### src/design/four_lane_io_read_defines.svh
`ifndef FOUR_LANE_IO_READ_DEFINES_SVH
`define FOUR_LANE_IO_READ_DEFINES_SVH
// ===========================================================================
// register map of the controller
`define FOUR_LANE_IO_READ_REG_CTRL 4'h0
`define FOUR_LANE_IO_READ_REG_ADDR 4'h1
`define FOUR_LANE_IO_READ_REG_CFG 4'h2
`define FOUR_LANE_IO_READ_REG_STAT 4'h3
`define FOUR_LANE_IO_READ_REG_DATA 4'h4
// ===========================================================================
// field positions
`define FOUR_LANE_IO_READ_CTRL_GO 0
`define FOUR_LANE_IO_READ_CTRL_WIDE 1
`define FOUR_LANE_IO_READ_CTRL_CONT 2
`define FOUR_LANE_IO_READ_CTRL_EXT 3
`define FOUR_LANE_IO_READ_CTRL_LEN_LSB 8
// ===========================================================================
// command and mode codes
`define FOUR_LANE_IO_READ_CMD_READ 8'heb
`define FOUR_LANE_IO_READ_CMD_READ_WIDE 8'hec
`define FOUR_LANE_IO_READ_MODE_KEEP 8'ha0
`define FOUR_LANE_IO_READ_MODE_EXIT 8'h00
`define FOUR_LANE_IO_READ_MODE_KEEP_NIB 4'ha
// ===========================================================================
// timing
`define FOUR_LANE_IO_READ_SCK_MAX_MHZ 104
`define FOUR_LANE_IO_READ_CLK_MHZ 20
`define FOUR_LANE_IO_READ_DUMMY_RST 4'h8
`endif

### src/design/four_lane_io_read_pkg.sv
package four_lane_io_read_pkg;
  typedef enum logic [2:0] {
    FOUR_LANE_IO_READ_IDLE = 3'b000,
    FOUR_LANE_IO_READ_INSTR = 3'b001,
    FOUR_LANE_IO_READ_ADDR = 3'b010,
    FOUR_LANE_IO_READ_MODE = 3'b011,
    FOUR_LANE_IO_READ_DUMMY = 3'b100,
    FOUR_LANE_IO_READ_DATA = 3'b101,
    FOUR_LANE_IO_READ_END = 3'b110
  } four_lane_io_read_state_e;

  typedef struct packed {
    logic [3:0] dout;
    logic [3:0] oe_n;
  } four_lane_io_read_lanes_s;

  typedef struct packed {
    logic [3:0] addr;
    logic [31:0] wdata;
    logic wr;
    logic rd;
  } four_lane_io_read_bus_s;
endpackage

### src/design/four_lane_io_read_host.sv
// The strobed register port and the address map were chosen for this implementation.
`timescale 1ns/10ps
`include "four_lane_io_read_defines.svh"
module four_lane_io_read_host #(
  parameter int DIV = 2,
  parameter int MAX_BYTES = 255
) (
  input wire logic clk_sys,
  input wire logic reset,
  input wire four_lane_io_read_pkg::four_lane_io_read_bus_s bus,
  output logic [31:0] rdata,
  output logic sck,
  output logic cs_n,
  output four_lane_io_read_pkg::four_lane_io_read_lanes_s lanes,
  input wire logic [3:0] lanes_in
);
  import four_lane_io_read_pkg::*;

  // sck period is 2*DIV clk_sys cycles; 20MHz/4 = 5MHz, far below the limit
  localparam int SCK_MHZ = `FOUR_LANE_IO_READ_CLK_MHZ / (2 * ((DIV < 1) ? 1 : DIV));
  if (DIV < 1 || DIV > 256) begin : g_bad_div
    $error("four_lane_io_read_host: DIV out of range");
  end
  if (SCK_MHZ > `FOUR_LANE_IO_READ_SCK_MAX_MHZ) begin : g_fast_sck
    $error("four_lane_io_read_host: divider gives too fast a serial clock");
  end
  if (MAX_BYTES < 1 || MAX_BYTES > 255) begin : g_bad_len
    $error("four_lane_io_read_host: MAX_BYTES out of range");
  end

  typedef struct packed {
    four_lane_io_read_state_e st;
    logic [7:0] div;
    logic sck;
    logic cs_n;
    four_lane_io_read_lanes_s lanes;
    logic [5:0] cnt;
    logic [39:0] sh;
    logic [7:0] len;
    logic [7:0] done_bytes;
    logic [31:0] addr;
    logic wide;
    logic ext;
    logic cont_req;
    logic in_cont;
    logic [3:0] dummy;
    logic busy;
    logic [7:0] byte_sh;
    logic nib_hi;
    logic [31:0] data;
    logic data_new;
    logic [31:0] rdata;
    logic [2:0] smp;
    logic [3:0] lane_f;
  } four_lane_io_read_regs_s;

  four_lane_io_read_regs_s r, n;
  logic [3:0] in1_r, in2_r, in3_r;

  function automatic logic four_byte(input logic w, input logic e);
    four_byte = w | e;
  endfunction

  // link falls while sck is high: the host shifts on falling edges, samples on rising
  wire logic rise = (r.div == 8'(DIV - 1)) && !r.sck;
  wire logic fall = (r.div == 8'(DIV - 1)) && r.sck;

  always_comb begin
    n = r;
    n.smp = {r.smp[1:0], 1'b0};
    // a lane level counts once the last two capture stages agree
    if (in2_r == in3_r) begin
      n.lane_f = in3_r;
    end
    if (r.div == 8'(DIV - 1)) begin
      n.div = 8'h00;
    end else begin
      n.div = r.div + 8'h01;
    end
    if (bus.wr) begin
      case (bus.addr)
        `FOUR_LANE_IO_READ_REG_ADDR: n.addr = bus.wdata;
        `FOUR_LANE_IO_READ_REG_CFG: n.dummy = bus.wdata[3:0];
        `FOUR_LANE_IO_READ_REG_CTRL: begin
          if (bus.wdata[`FOUR_LANE_IO_READ_CTRL_GO] && !r.busy) begin
            n.wide = bus.wdata[`FOUR_LANE_IO_READ_CTRL_WIDE];
            n.cont_req = bus.wdata[`FOUR_LANE_IO_READ_CTRL_CONT];
            n.ext = bus.wdata[`FOUR_LANE_IO_READ_CTRL_EXT];
            n.len = bus.wdata[`FOUR_LANE_IO_READ_CTRL_LEN_LSB +: 8];
            // counts above MAX_BYTES are cut, not refused
            if (bus.wdata[`FOUR_LANE_IO_READ_CTRL_LEN_LSB +: 8] > 8'(MAX_BYTES)) begin
              n.len = 8'(MAX_BYTES);
            end
            n.busy = 1'b1;
          end
        end
        default: ;
      endcase
    end
    if (bus.rd && bus.addr == `FOUR_LANE_IO_READ_REG_DATA) begin
      n.data_new = 1'b0;
    end
    case (bus.addr)
      `FOUR_LANE_IO_READ_REG_ADDR: n.rdata = r.addr;
      `FOUR_LANE_IO_READ_REG_CFG: n.rdata = {28'h0, r.dummy};
      `FOUR_LANE_IO_READ_REG_STAT: n.rdata = {24'h0, r.done_bytes[4:0], r.data_new, r.in_cont, r.busy};
      `FOUR_LANE_IO_READ_REG_DATA: n.rdata = r.data;
      default: n.rdata = 32'h0;
    endcase
    if (!bus.rd) begin
      n.rdata = r.rdata;
    end
    case (r.st)
      FOUR_LANE_IO_READ_IDLE: begin
        n.sck = 1'b0;
        if (r.busy && r.div == 8'(DIV - 1)) begin
          n.cs_n = 1'b0;
          n.done_bytes = 8'h00;
          n.lanes.oe_n = 4'h0;
          if (r.in_cont) begin
            n.st = FOUR_LANE_IO_READ_ADDR;
            n.sh = four_byte(r.wide, r.ext) ? {r.addr, 8'h0} : {r.addr[23:0], 16'h0};
            n.cnt = four_byte(r.wide, r.ext) ? 6'd8 : 6'd6;
            n.lanes.dout = four_byte(r.wide, r.ext) ? r.addr[31:28] : r.addr[23:20];
          end else begin
            n.st = FOUR_LANE_IO_READ_INSTR;
            n.sh = {r.wide ? `FOUR_LANE_IO_READ_CMD_READ_WIDE : `FOUR_LANE_IO_READ_CMD_READ, 32'h0};
            n.cnt = 6'd8;
            n.lanes.oe_n = 4'he;
            n.lanes.dout = {3'b000, n.sh[39]};
          end
        end
      end
      FOUR_LANE_IO_READ_END: begin
        n.sck = 1'b0;
        n.lanes.oe_n = 4'hf;
        if (r.div == 8'(DIV - 1)) begin
          n.cs_n = 1'b1;
          n.busy = 1'b0;
          n.in_cont = r.cont_req;
          n.st = FOUR_LANE_IO_READ_IDLE;
        end
      end
      default: begin
        if (r.div == 8'(DIV - 1)) begin
          n.sck = !r.sck;
        end
        if (rise) begin
          n.cnt = r.cnt - 6'd1;
          // only data clocks are sampled, so the last dummy clock adds no nibble
          n.smp = {2'b00, r.st == FOUR_LANE_IO_READ_DATA};
        end
        if (fall && r.cnt == 6'd0) begin
          case (r.st)
            FOUR_LANE_IO_READ_INSTR: begin
              n.st = FOUR_LANE_IO_READ_ADDR;
              n.sh = four_byte(r.wide, r.ext) ? {r.addr, 8'h0} : {r.addr[23:0], 16'h0};
              n.cnt = four_byte(r.wide, r.ext) ? 6'd8 : 6'd6;
              n.lanes.oe_n = 4'h0;
              n.lanes.dout = four_byte(r.wide, r.ext) ? r.addr[31:28] : r.addr[23:20];
            end
            FOUR_LANE_IO_READ_ADDR: begin
              n.st = FOUR_LANE_IO_READ_MODE;
              n.cnt = 6'd2;
              n.sh = {r.cont_req ? `FOUR_LANE_IO_READ_MODE_KEEP : `FOUR_LANE_IO_READ_MODE_EXIT, 32'h0};
              n.lanes.dout = r.cont_req ? `FOUR_LANE_IO_READ_MODE_KEEP_NIB : 4'h0;
            end
            FOUR_LANE_IO_READ_MODE: begin
              n.st = FOUR_LANE_IO_READ_DUMMY;
              n.cnt = {2'b00, r.dummy};
              n.lanes.oe_n = 4'hf;
              if (r.dummy == 4'h0) begin
                n.st = FOUR_LANE_IO_READ_DATA;
                n.cnt = 6'd2;
              end
            end
            FOUR_LANE_IO_READ_DUMMY: begin
              n.st = FOUR_LANE_IO_READ_DATA;
              n.cnt = 6'd2;
            end
            FOUR_LANE_IO_READ_DATA: begin
              n.cnt = 6'd2;
              if (r.done_bytes == r.len) begin
                n.st = FOUR_LANE_IO_READ_END;
              end
            end
            default: n.st = FOUR_LANE_IO_READ_END;
          endcase
        end else if (fall) begin
          case (r.st)
            FOUR_LANE_IO_READ_INSTR: begin
              n.sh = {r.sh[38:0], 1'b0};
              n.lanes.dout = {3'b000, r.sh[38]};
            end
            FOUR_LANE_IO_READ_ADDR, FOUR_LANE_IO_READ_MODE: begin
              n.sh = {r.sh[35:0], 4'h0};
              n.lanes.dout = r.sh[35:32];
              if (r.st == FOUR_LANE_IO_READ_MODE && r.cnt == 6'd1) begin
                n.lanes.oe_n = 4'hf;
              end
            end
            default: ;
          endcase
        end
      end
    endcase
    // sample the data lanes well after the rising edge, from synchronised copies
    if (r.st == FOUR_LANE_IO_READ_DATA && r.smp[2] && r.done_bytes != r.len) begin
      n.byte_sh = {r.byte_sh[3:0], r.lane_f};
      n.nib_hi = !r.nib_hi;
      if (r.nib_hi) begin
        n.data = {r.data[23:0], r.byte_sh[3:0], r.lane_f};
        n.data_new = 1'b1;
        n.done_bytes = r.done_bytes + 8'h01;
      end
    end
    if (r.st == FOUR_LANE_IO_READ_IDLE) begin
      n.nib_hi = 1'b0;
    end
  end

  // three-stage input capture; data only used after two agreeing stages
  always_ff @(posedge clk_sys or posedge reset) begin
    if (reset) begin
      in1_r <= 4'h0;
      in2_r <= 4'h0;
      in3_r <= 4'h0;
    end else begin
      in1_r <= lanes_in;
      in2_r <= in1_r;
      in3_r <= in2_r;
    end
  end

  always_ff @(posedge clk_sys or posedge reset) begin
    if (reset) begin
      r <= '0;
      r.st <= FOUR_LANE_IO_READ_IDLE;
      r.cs_n <= 1'b1;
      r.lanes.oe_n <= 4'hf;
      r.dummy <= `FOUR_LANE_IO_READ_DUMMY_RST;
    end else begin
      r <= n;
    end
  end

  assign sck = r.sck;
  assign cs_n = r.cs_n;
  assign lanes = r.lanes;
  assign rdata = r.rdata;

  chk_cs_hold_mode: assert property (@(posedge clk_sys) disable iff (reset)
    (r.st == FOUR_LANE_IO_READ_MODE || r.st == FOUR_LANE_IO_READ_DUMMY) |-> !r.cs_n) else $error("cs released in mode");
  chk_lanes_free_data: assert property (@(posedge clk_sys) disable iff (reset)
    r.st == FOUR_LANE_IO_READ_DATA |-> r.lanes.oe_n == 4'hf) else $error("lanes driven in data");
  chk_instr_lane0: assert property (@(posedge clk_sys) disable iff (reset)
    r.st == FOUR_LANE_IO_READ_INSTR |-> r.lanes.oe_n == 4'he) else $error("instruction not lane zero");
  chk_cont_skip: assert property (@(posedge clk_sys) disable iff (reset)
    (r.st == FOUR_LANE_IO_READ_IDLE && r.in_cont && r.busy && r.div == 8'(DIV - 1)) |=> r.st == FOUR_LANE_IO_READ_ADDR)
    else $error("continuous frame sent instruction");
  chk_mode_two: assert property (@(posedge clk_sys) disable iff (reset)
    $rose(r.st == FOUR_LANE_IO_READ_MODE) |-> r.cnt == 6'd2) else $error("mode not two clocks");
  chk_addr_len: assert property (@(posedge clk_sys) disable iff (reset)
    $rose(r.st == FOUR_LANE_IO_READ_ADDR) |-> r.cnt == (four_byte(r.wide, r.ext) ? 6'd8 : 6'd6))
    else $error("address length wrong");
  chk_dummy_load: assert property (@(posedge clk_sys) disable iff (reset)
    $rose(r.st == FOUR_LANE_IO_READ_DUMMY) |-> r.cnt == {2'b00, r.dummy}) else $error("dummy count wrong");
  chk_mode_code: assert property (@(posedge clk_sys) disable iff (reset)
    $rose(r.st == FOUR_LANE_IO_READ_MODE) |-> r.lanes.dout == (r.cont_req ? 4'ha : 4'h0))
    else $error("mode nibble wrong");
  chk_end_cs: assert property (@(posedge clk_sys) disable iff (reset)
    r.st == FOUR_LANE_IO_READ_END |-> ##[1:8] r.cs_n) else $error("frame not closed");
  chk_mode_release: assert property (@(posedge clk_sys) disable iff (reset)
    (r.st == FOUR_LANE_IO_READ_MODE && r.cnt == 6'd1 && fall) |=> r.lanes.oe_n == 4'hf)
    else $error("lanes held in last mode cycle");
  chk_wide_cmd: assert property (@(posedge clk_sys) disable iff (reset)
    $rose(r.st == FOUR_LANE_IO_READ_INSTR) |-> r.sh[39:32] == (r.wide ? `FOUR_LANE_IO_READ_CMD_READ_WIDE : `FOUR_LANE_IO_READ_CMD_READ))
    else $error("instruction code wrong");
  cov_wide: cover property (@(posedge clk_sys) disable iff (reset)
    $rose(r.st == FOUR_LANE_IO_READ_ADDR) && four_byte(r.wide, r.ext));
  cov_plain: cover property (@(posedge clk_sys) disable iff (reset) $rose(r.st == FOUR_LANE_IO_READ_INSTR));
  cov_cont: cover property (@(posedge clk_sys) disable iff (reset) r.in_cont && $rose(r.st == FOUR_LANE_IO_READ_ADDR));
  cov_byte: cover property (@(posedge clk_sys) disable iff (reset) $rose(r.data_new));
endmodule

### config.mk
export PLATFORM = sky130hd
export DESIGN_NAME = four_lane_io_read_host
export DESIGN_NICKNAME = d
export VERILOG_FILES = /design/src/design/four_lane_io_read_pkg.sv /design/src/design/four_lane_io_read_host.sv
export VERILOG_INCLUDE_DIRS = /design/src /design/src/design
export SDC_FILE = /design/constraint.sdc
export NUM_CORES = 1
export LEC_CHECK = 0
export ABC_AREA = 1
export ABC_CLOCK_PERIOD_IN_PS = 5700
export BUFFER_PORTS_ARGS = -buffer_cell sky130_fd_sc_hd__buf_2
export CAP_MARGIN = 30
export CORE_UTILIZATION = 30
export CTS_BUF_LIST = sky130_fd_sc_hd__clkbuf_4 sky130_fd_sc_hd__clkbuf_8 sky130_fd_sc_hd__clkbuf_16
export DETAILED_ROUTE_END_ITERATION = 12
export GPL_TIMING_DRIVEN = 0
export SETUP_SLACK_MARGIN = 0.4
export SLEW_MARGIN = 10
export SYNTH_ARGS = -nofsm -noshare
export SYNTH_HDL_FRONTEND = slang
export SYNTH_SLANG_ARGS = --single-unit
### constraint.sdc
create_clock -name clk_sys -period 5.7 [get_ports clk_sys]
set_clock_uncertainty 0.15 [all_clocks]
set_input_delay 0.285 -clock clk_sys [delete_from_list [all_inputs] [get_ports clk_sys]]
set_output_delay 0.285 -clock clk_sys [all_outputs]
set_load 0.05 [all_outputs]
Word level (Yosys, flattened, before mapping) --
Index checks and enable logic that the tools add are counted.
Storage, ports and cells: bits in latches 0, memories 0, output and inout port bits 42, bits of input ports 44, bits in read-only memories 0, word-level logic and storage cells 149, flip-flop bits (word level) 212, RAM bits 0
Operators by class: bitwise logic cells 2, eq/ne operators 20, shifts and indexed selects 0, reductions and logical operators 38, multiplexer cells 58, $mul 0, add/subtract/negate cells 3, $lt $le $gt $ge 1, divide/modulo/power cells 0
Operators with widths (count):
- $pmux 40 s2 | 2
- $pmux 32 s4 | 1
- $mux 40 | 3
- $pmux 46 s2 | 1
- $mux 8 | 9
- $mux 55 | 1
- $mux 44 | 1
- $pmux 4 s2 | 5
- $mux 34 | 1
- $mux 33 | 1
- $mux 4 | 8
- $mux 3 | 7
- $pmux 6 s3 | 1
- $add 8x1->8 const B | 2
- $reduce_bool 4->1 | 4
- $pmux 3 s5 | 1
- $mux 6 | 2
- $mux 1 | 11
- $reduce_and 2->1 | 5
- $reduce_and 5->1 | 2
- $eq 3x3->1 const B | 3
- $logic_and 1x1->1 | 9
- $eq 4x2->1 const B | 2
- $eq 8x1->1 const B | 1
- 28 further kinds | 39

Longest topological paths before layout --
depth in word-level cells 7, depth in mapped cells 13, depth with buffers taken out 12

Least setup slack after synthesis --
OpenSTA, ideal clock, no wires.
kind register -> register, from reg r[195] in the netlist's numbering, to reg r[173] in the netlist's numbering, stages on the path, launching flop included 13, period minus slack after synthesis 1.926 ns, arrival time 1.658 ns, setup time 0.117 ns, path buffers 1, setup slack 3.774 ns, data required time 5.433 ns, cell sequence dfrtp_1 -> inv_1 -> ha_1 -> nand3_4 -> nor2_8 -> nand2_1 -> nand2_1 -> nand3_2 -> nor2_8 -> inv_4 -> buf_6 -> nand2_1 -> nand2_1
On the way: cells in the longest elaborated chain, start to end 5, elaborated cells between the ends (all ways) 11, classes of those cells 3 x eq/ne; 2 x mux; 6 x reduce/logical
RTL lines:
- start: declaration | line four_lane_io_read_host.sv:57 | four_lane_io_read_regs_s r, n;
- start signal: assignment | line four_lane_io_read_host.sv:243 | r <= n;
- $eq 8x1->1 * | line four_lane_io_read_host.sv:66, four_lane_io_read_host.sv:116
- $logic_and 1x1->1 | line four_lane_io_read_host.sv:66 | wire logic fall = (r.div == 8'(DIV - 1)) && r.sck;
- $logic_and 1x1->1 | line four_lane_io_read_host.sv:153 | if (fall && r.cnt == 6'd0) begin
- $ne 4x1->1 (no source line) (tied with other cells)
- $reduce_and 5->1 (no source line) / $pmux 46 s2 (equally long branches)
Mark *: on every way between the ends. The rest lies on a longest branch, timed or not. A chain may end at the register's enable or synchronous reset.

Final worst setup path --
from reg r[89] in the netlist's numbering, to reg r[176] in the netlist's numbering
On the way: cells in the longest elaborated chain, start to end 5, elaborated cells between the ends (all ways) 7, classes of those cells 6 x mux; 1 x bitwise
RTL lines:
- $or 1x1->1 * | line four_lane_io_read_host.sv:61 | four_byte = w | e;
- $mux 40 * | line four_lane_io_read_host.sv:122, four_lane_io_read_host.sv:157
- $pmux 40 s2 / $mux 44 (equally long branches) | line four_lane_io_read_host.sv:154, four_lane_io_read_host.sv:120
- $mux 40 / $mux 55 (equally long branches) | line four_lane_io_read_host.sv:153, four_lane_io_read_host.sv:116
- $pmux 46 s2 * | line four_lane_io_read_host.sv:113 | case (r.st)
Mark *: on every way between the ends. The rest lies on a longest branch, timed or not. The select of a mux whose other input is x is not followed.

==> flow_summary.ini <==
[finish]
fin_nets = 1607
mostFrequentLayoutCells = nand2_1 (470), dfrtp_1 (198), o21ai_0 (159)
finalInstanceArea_um2 = 12900
n_antenna_cell = 0
area_delta_synth_final_pct = 20.9
mostFrequentLayoutCell = nand2_1
fillers = 3591
multi_input_area_um2 = 4450
drive_gt1_share_pct = 16.0
ff_latch_area_um2 = 5060

[worst_setup_path]
rr_worst_depth = 10
crit_end = r[176]
crit_fanout = 10
worstSetupPathType = reg -> reg
worstPathRequired_ns = 6.02
startpoint = r[89]
r2r_slack_ns = 3.47
critPathLaunchType = flip-flop
arrival_ns = 2.56
end_kind = flip-flop
r2r_end = r[176]
reg2reg_from = r[89]

[sta]
min_period_ns = 2.23
rsz0062_at_grt = no
finalCritPeriodShare_pct = 39.2
max_slew.worst_pin.slew_ns = 0.942
fmax_mhz = 448
final_max_slew_viol_count = 0
setup_viol = 0
relSlewSlack_pct = 36.5
hold_viol_final = 0
tns_ns = 0

[min_path]
holdCritPathClass = in -> reg
hold_depth = 5

[synth]
ys_seq_area_share_pct = 47.3
synthMuxAreaShare_pct = 3.05
synth_fa_ha_area_share_pct = 0.701
avgSynthCellArea_um2 = 7.61
synth_xor_area_share_pct = 1.39
synth_compound_area_share_pct = 11.7
synth_area_um2 = 10700
synth-simple-area-share_pct = 24.7
synth.distinct_cells = 32
ys_warn_count = 0
synth.ff_latch_count = 202
synth_top_family_by_area = simple AND/OR/NAND/NOR gates
synth_nets = 1456
synthCells = 1406

[placement]
dp_hpwl_um = 22900
gp_congestion = 0.915
port_buffers = 84
place_area_um2 = 11800

[cts]
cts_inserted_buffers = 23
cts_root_buf = clkbuf_16
hold_buffers = 37
worst_skew_pair.late_latency_ns = 0.53
htreeDepth = 1
cts.clk_slew.worst_paths_ns = 0.06
cts_setup_buffers = 0
clock-sinks = 202
cts_tree = yes
cts_resized = 0
cts_buffer_depth = 3

[pwr]
swShare_pct = 40.3
ir_drop_v = 0.000215
intPower_uw = 3210
pwr-share-clk_pct = 28.3
p_switching_uw = 2170
p_comb_share_pct = 36.7
seq_power_share_pct = 35.0
power_leakage_uw = 0.00653
power_density_nw_per_um2 = 416

[global_routing]
grt_pass1_vias = 9080
grt_first_pass_wirelength_um = 49500
grtUsageTotal_pct = 17.0
grt_max_degree = 39
grt_overflow = 0
grt_antenna_before_repair = 0

[floorplan]
pin_count = 86
core_area_um2 = 34800
initial_utilization_pct = 30.8
die-area_um2 = 36400
row_count = 68
fp.dieW_um = 191
die_h_um = 191

[route]
drc = 0
post_drt_wl_per_cell_um = 15.1
wl_met2_um = 13900
drt-met1-wl_um = 14100
first_pass_iters = 5
top_layer = met4
drtAntennaViolNets = 0
routed_wl_um = 30600
drt_iter0_markers = 826
wl_met3_um = 1650
viasPerCell = 4.75
vias = 9619

[outcome]
outcome = complete, no violations

[run]
drv_cap = 0
==> how the worst min path moves through the flow <==
stage | start | to
floorplan | lanes_in[0] | in1_r[0]
global placement | in1_r[3] | in2_r[3]
detailed placement | in1_r[2] | in2_r[2]
CTS | bus[37] | r[39]
global route | bus[37] | r[39]
finish | bus[37] | r[39]
==> metal layers <==
| layer | track usage (%) | vias up |
|---|---|---|
| met5 | 0 | - |
| met4 | 5.11 | 0 |
| met3 | 2.07 | 59 |
| met2 | 27.1 | 277 |
| met1 | 24.0 | 4569 |
| li1 | - | 4714 |
==> flip-flops by register name (all words and copies together), names as in the netlist, named ones only <==
signal	cells
cs_n	1
in1_r	4
in2_r	4
in3_r	4
lanes	6
r	149
rdata	32
sck	1
==> synth_stat cells <==
master | instances | area [µm²]
nand2_1 | 470 | 1760
dfrtp_1 | 198 | 4950
o21ai_0 | 159 | 796
inv_1 | 157 | 589
nor2_1 | 89 | 334
nand3_1 | 48 | 240
a21oi_1 | 46 | 230
buf_4 | 42 | 315
clkbuf_1 | 36 | 135
mux2_2 | 29 | 327
buf_2 | 21 | 105
o22ai_1 | 19 | 119
nand4_1 | 14 | 87.6
o21ai_1 | 10 | 50.1
xor2_1 | 10 | 87.6
nor3_1 | 9 | 45.0
xnor2_1 | 7 | 61.3
ha_1 | 6 | 75.1
dfstp_2 | 4 | 105
inv_2 | 4 | 15.0
nand2_2 | 4 | 25.0
nor2_2 | 4 | 25.0
o2111ai_1 | 4 | 35.0
buf_6 | 3 | 33.8
nand3_4 | 2 | 35.0
nor2_4 | 2 | 22.5
nor2_8 | 2 | 40.0
o221ai_1 | 2 | 17.5
or2_2 | 2 | 12.5
inv_4 | 1 | 6.26
nand3_2 | 1 | 10.0
o211ai_1 | 1 | 7.51
==> worst max-delay path, cell delays in order, from the launching register on <==
cell	delay, ns
dfrtp_1	0.43
nor2_1	0.25
clkbuf_1	0.35
nand2_1	0.08
o21ai_0	0.34
nand4_1	0.24
nand2_1	0.11
nand2_1	0.05
nand2_1	0.07
nand2_1	0.05
nand2_1	0.06
==> metrics by stage <==
stage / util (%) / hold slack [ns] / worst slack, ns / cells / power [µW]
2_1_floorplan: - / 0.166 / 2.65 / 1406 / 3280
3_3_place_gp: 33.6 / 0.182 / 1.27 / 1945 / 3810
3_5_place_dp: 33.9 / 0.185 / 3.50 / 1950 / 3840
4_1_cts: 37.2 / 0.0153 / 3.50 / 2027 / 5390
5_1_grt: 37.2 / 0.0859 / 3.24 / 2027 / 5730
6_report: 37.2 / 0.0200 / 3.47 / 2027 / 5380
==> logic make-up (layout without fill, tap and decap cells) <==
| kind of cell | after synthesis | in the layout |
|---|---|---|
| AOI/OAI and AO/OA | 241 | 241 |
| and+or+nand+nor | 647 | 647 |
| adders and majority gates | 6 | 6 |
| DFF | 202 | 202 |
| buffers and inverters | 264 | 430 |
| muxes | 29 | 29 |
| xor gates and xnor gates | 17 | 17 |
==> power by group through the flow <==
stage / logic [µW] / clock network, µW / registers [µW]
2_1_floorplan: 1420 / 0 / 1850
3_3_place_gp: 1910 / 0 / 1900
3_5_place_dp: 1940 / 0 / 1900
4_1_cts: 1960 / 1550 / 1880
5_1_grt: 2210 / 1600 / 1910
6_report: 1980 / 1530 / 1880
==> final cells by class <==
cell class                 count  share of cell area, %
multi-input combinational    940                   34.4
sequential                   202                   39.1
tap                          455                   4.40
clock inverter                 9                  0.899
buffer                       102                   4.55
clock buffer                  31                   5.06
timing repair buffer         126                   6.88
inverter                     162                   4.75
No activity file was read; power rests on OpenSTA's default activity.
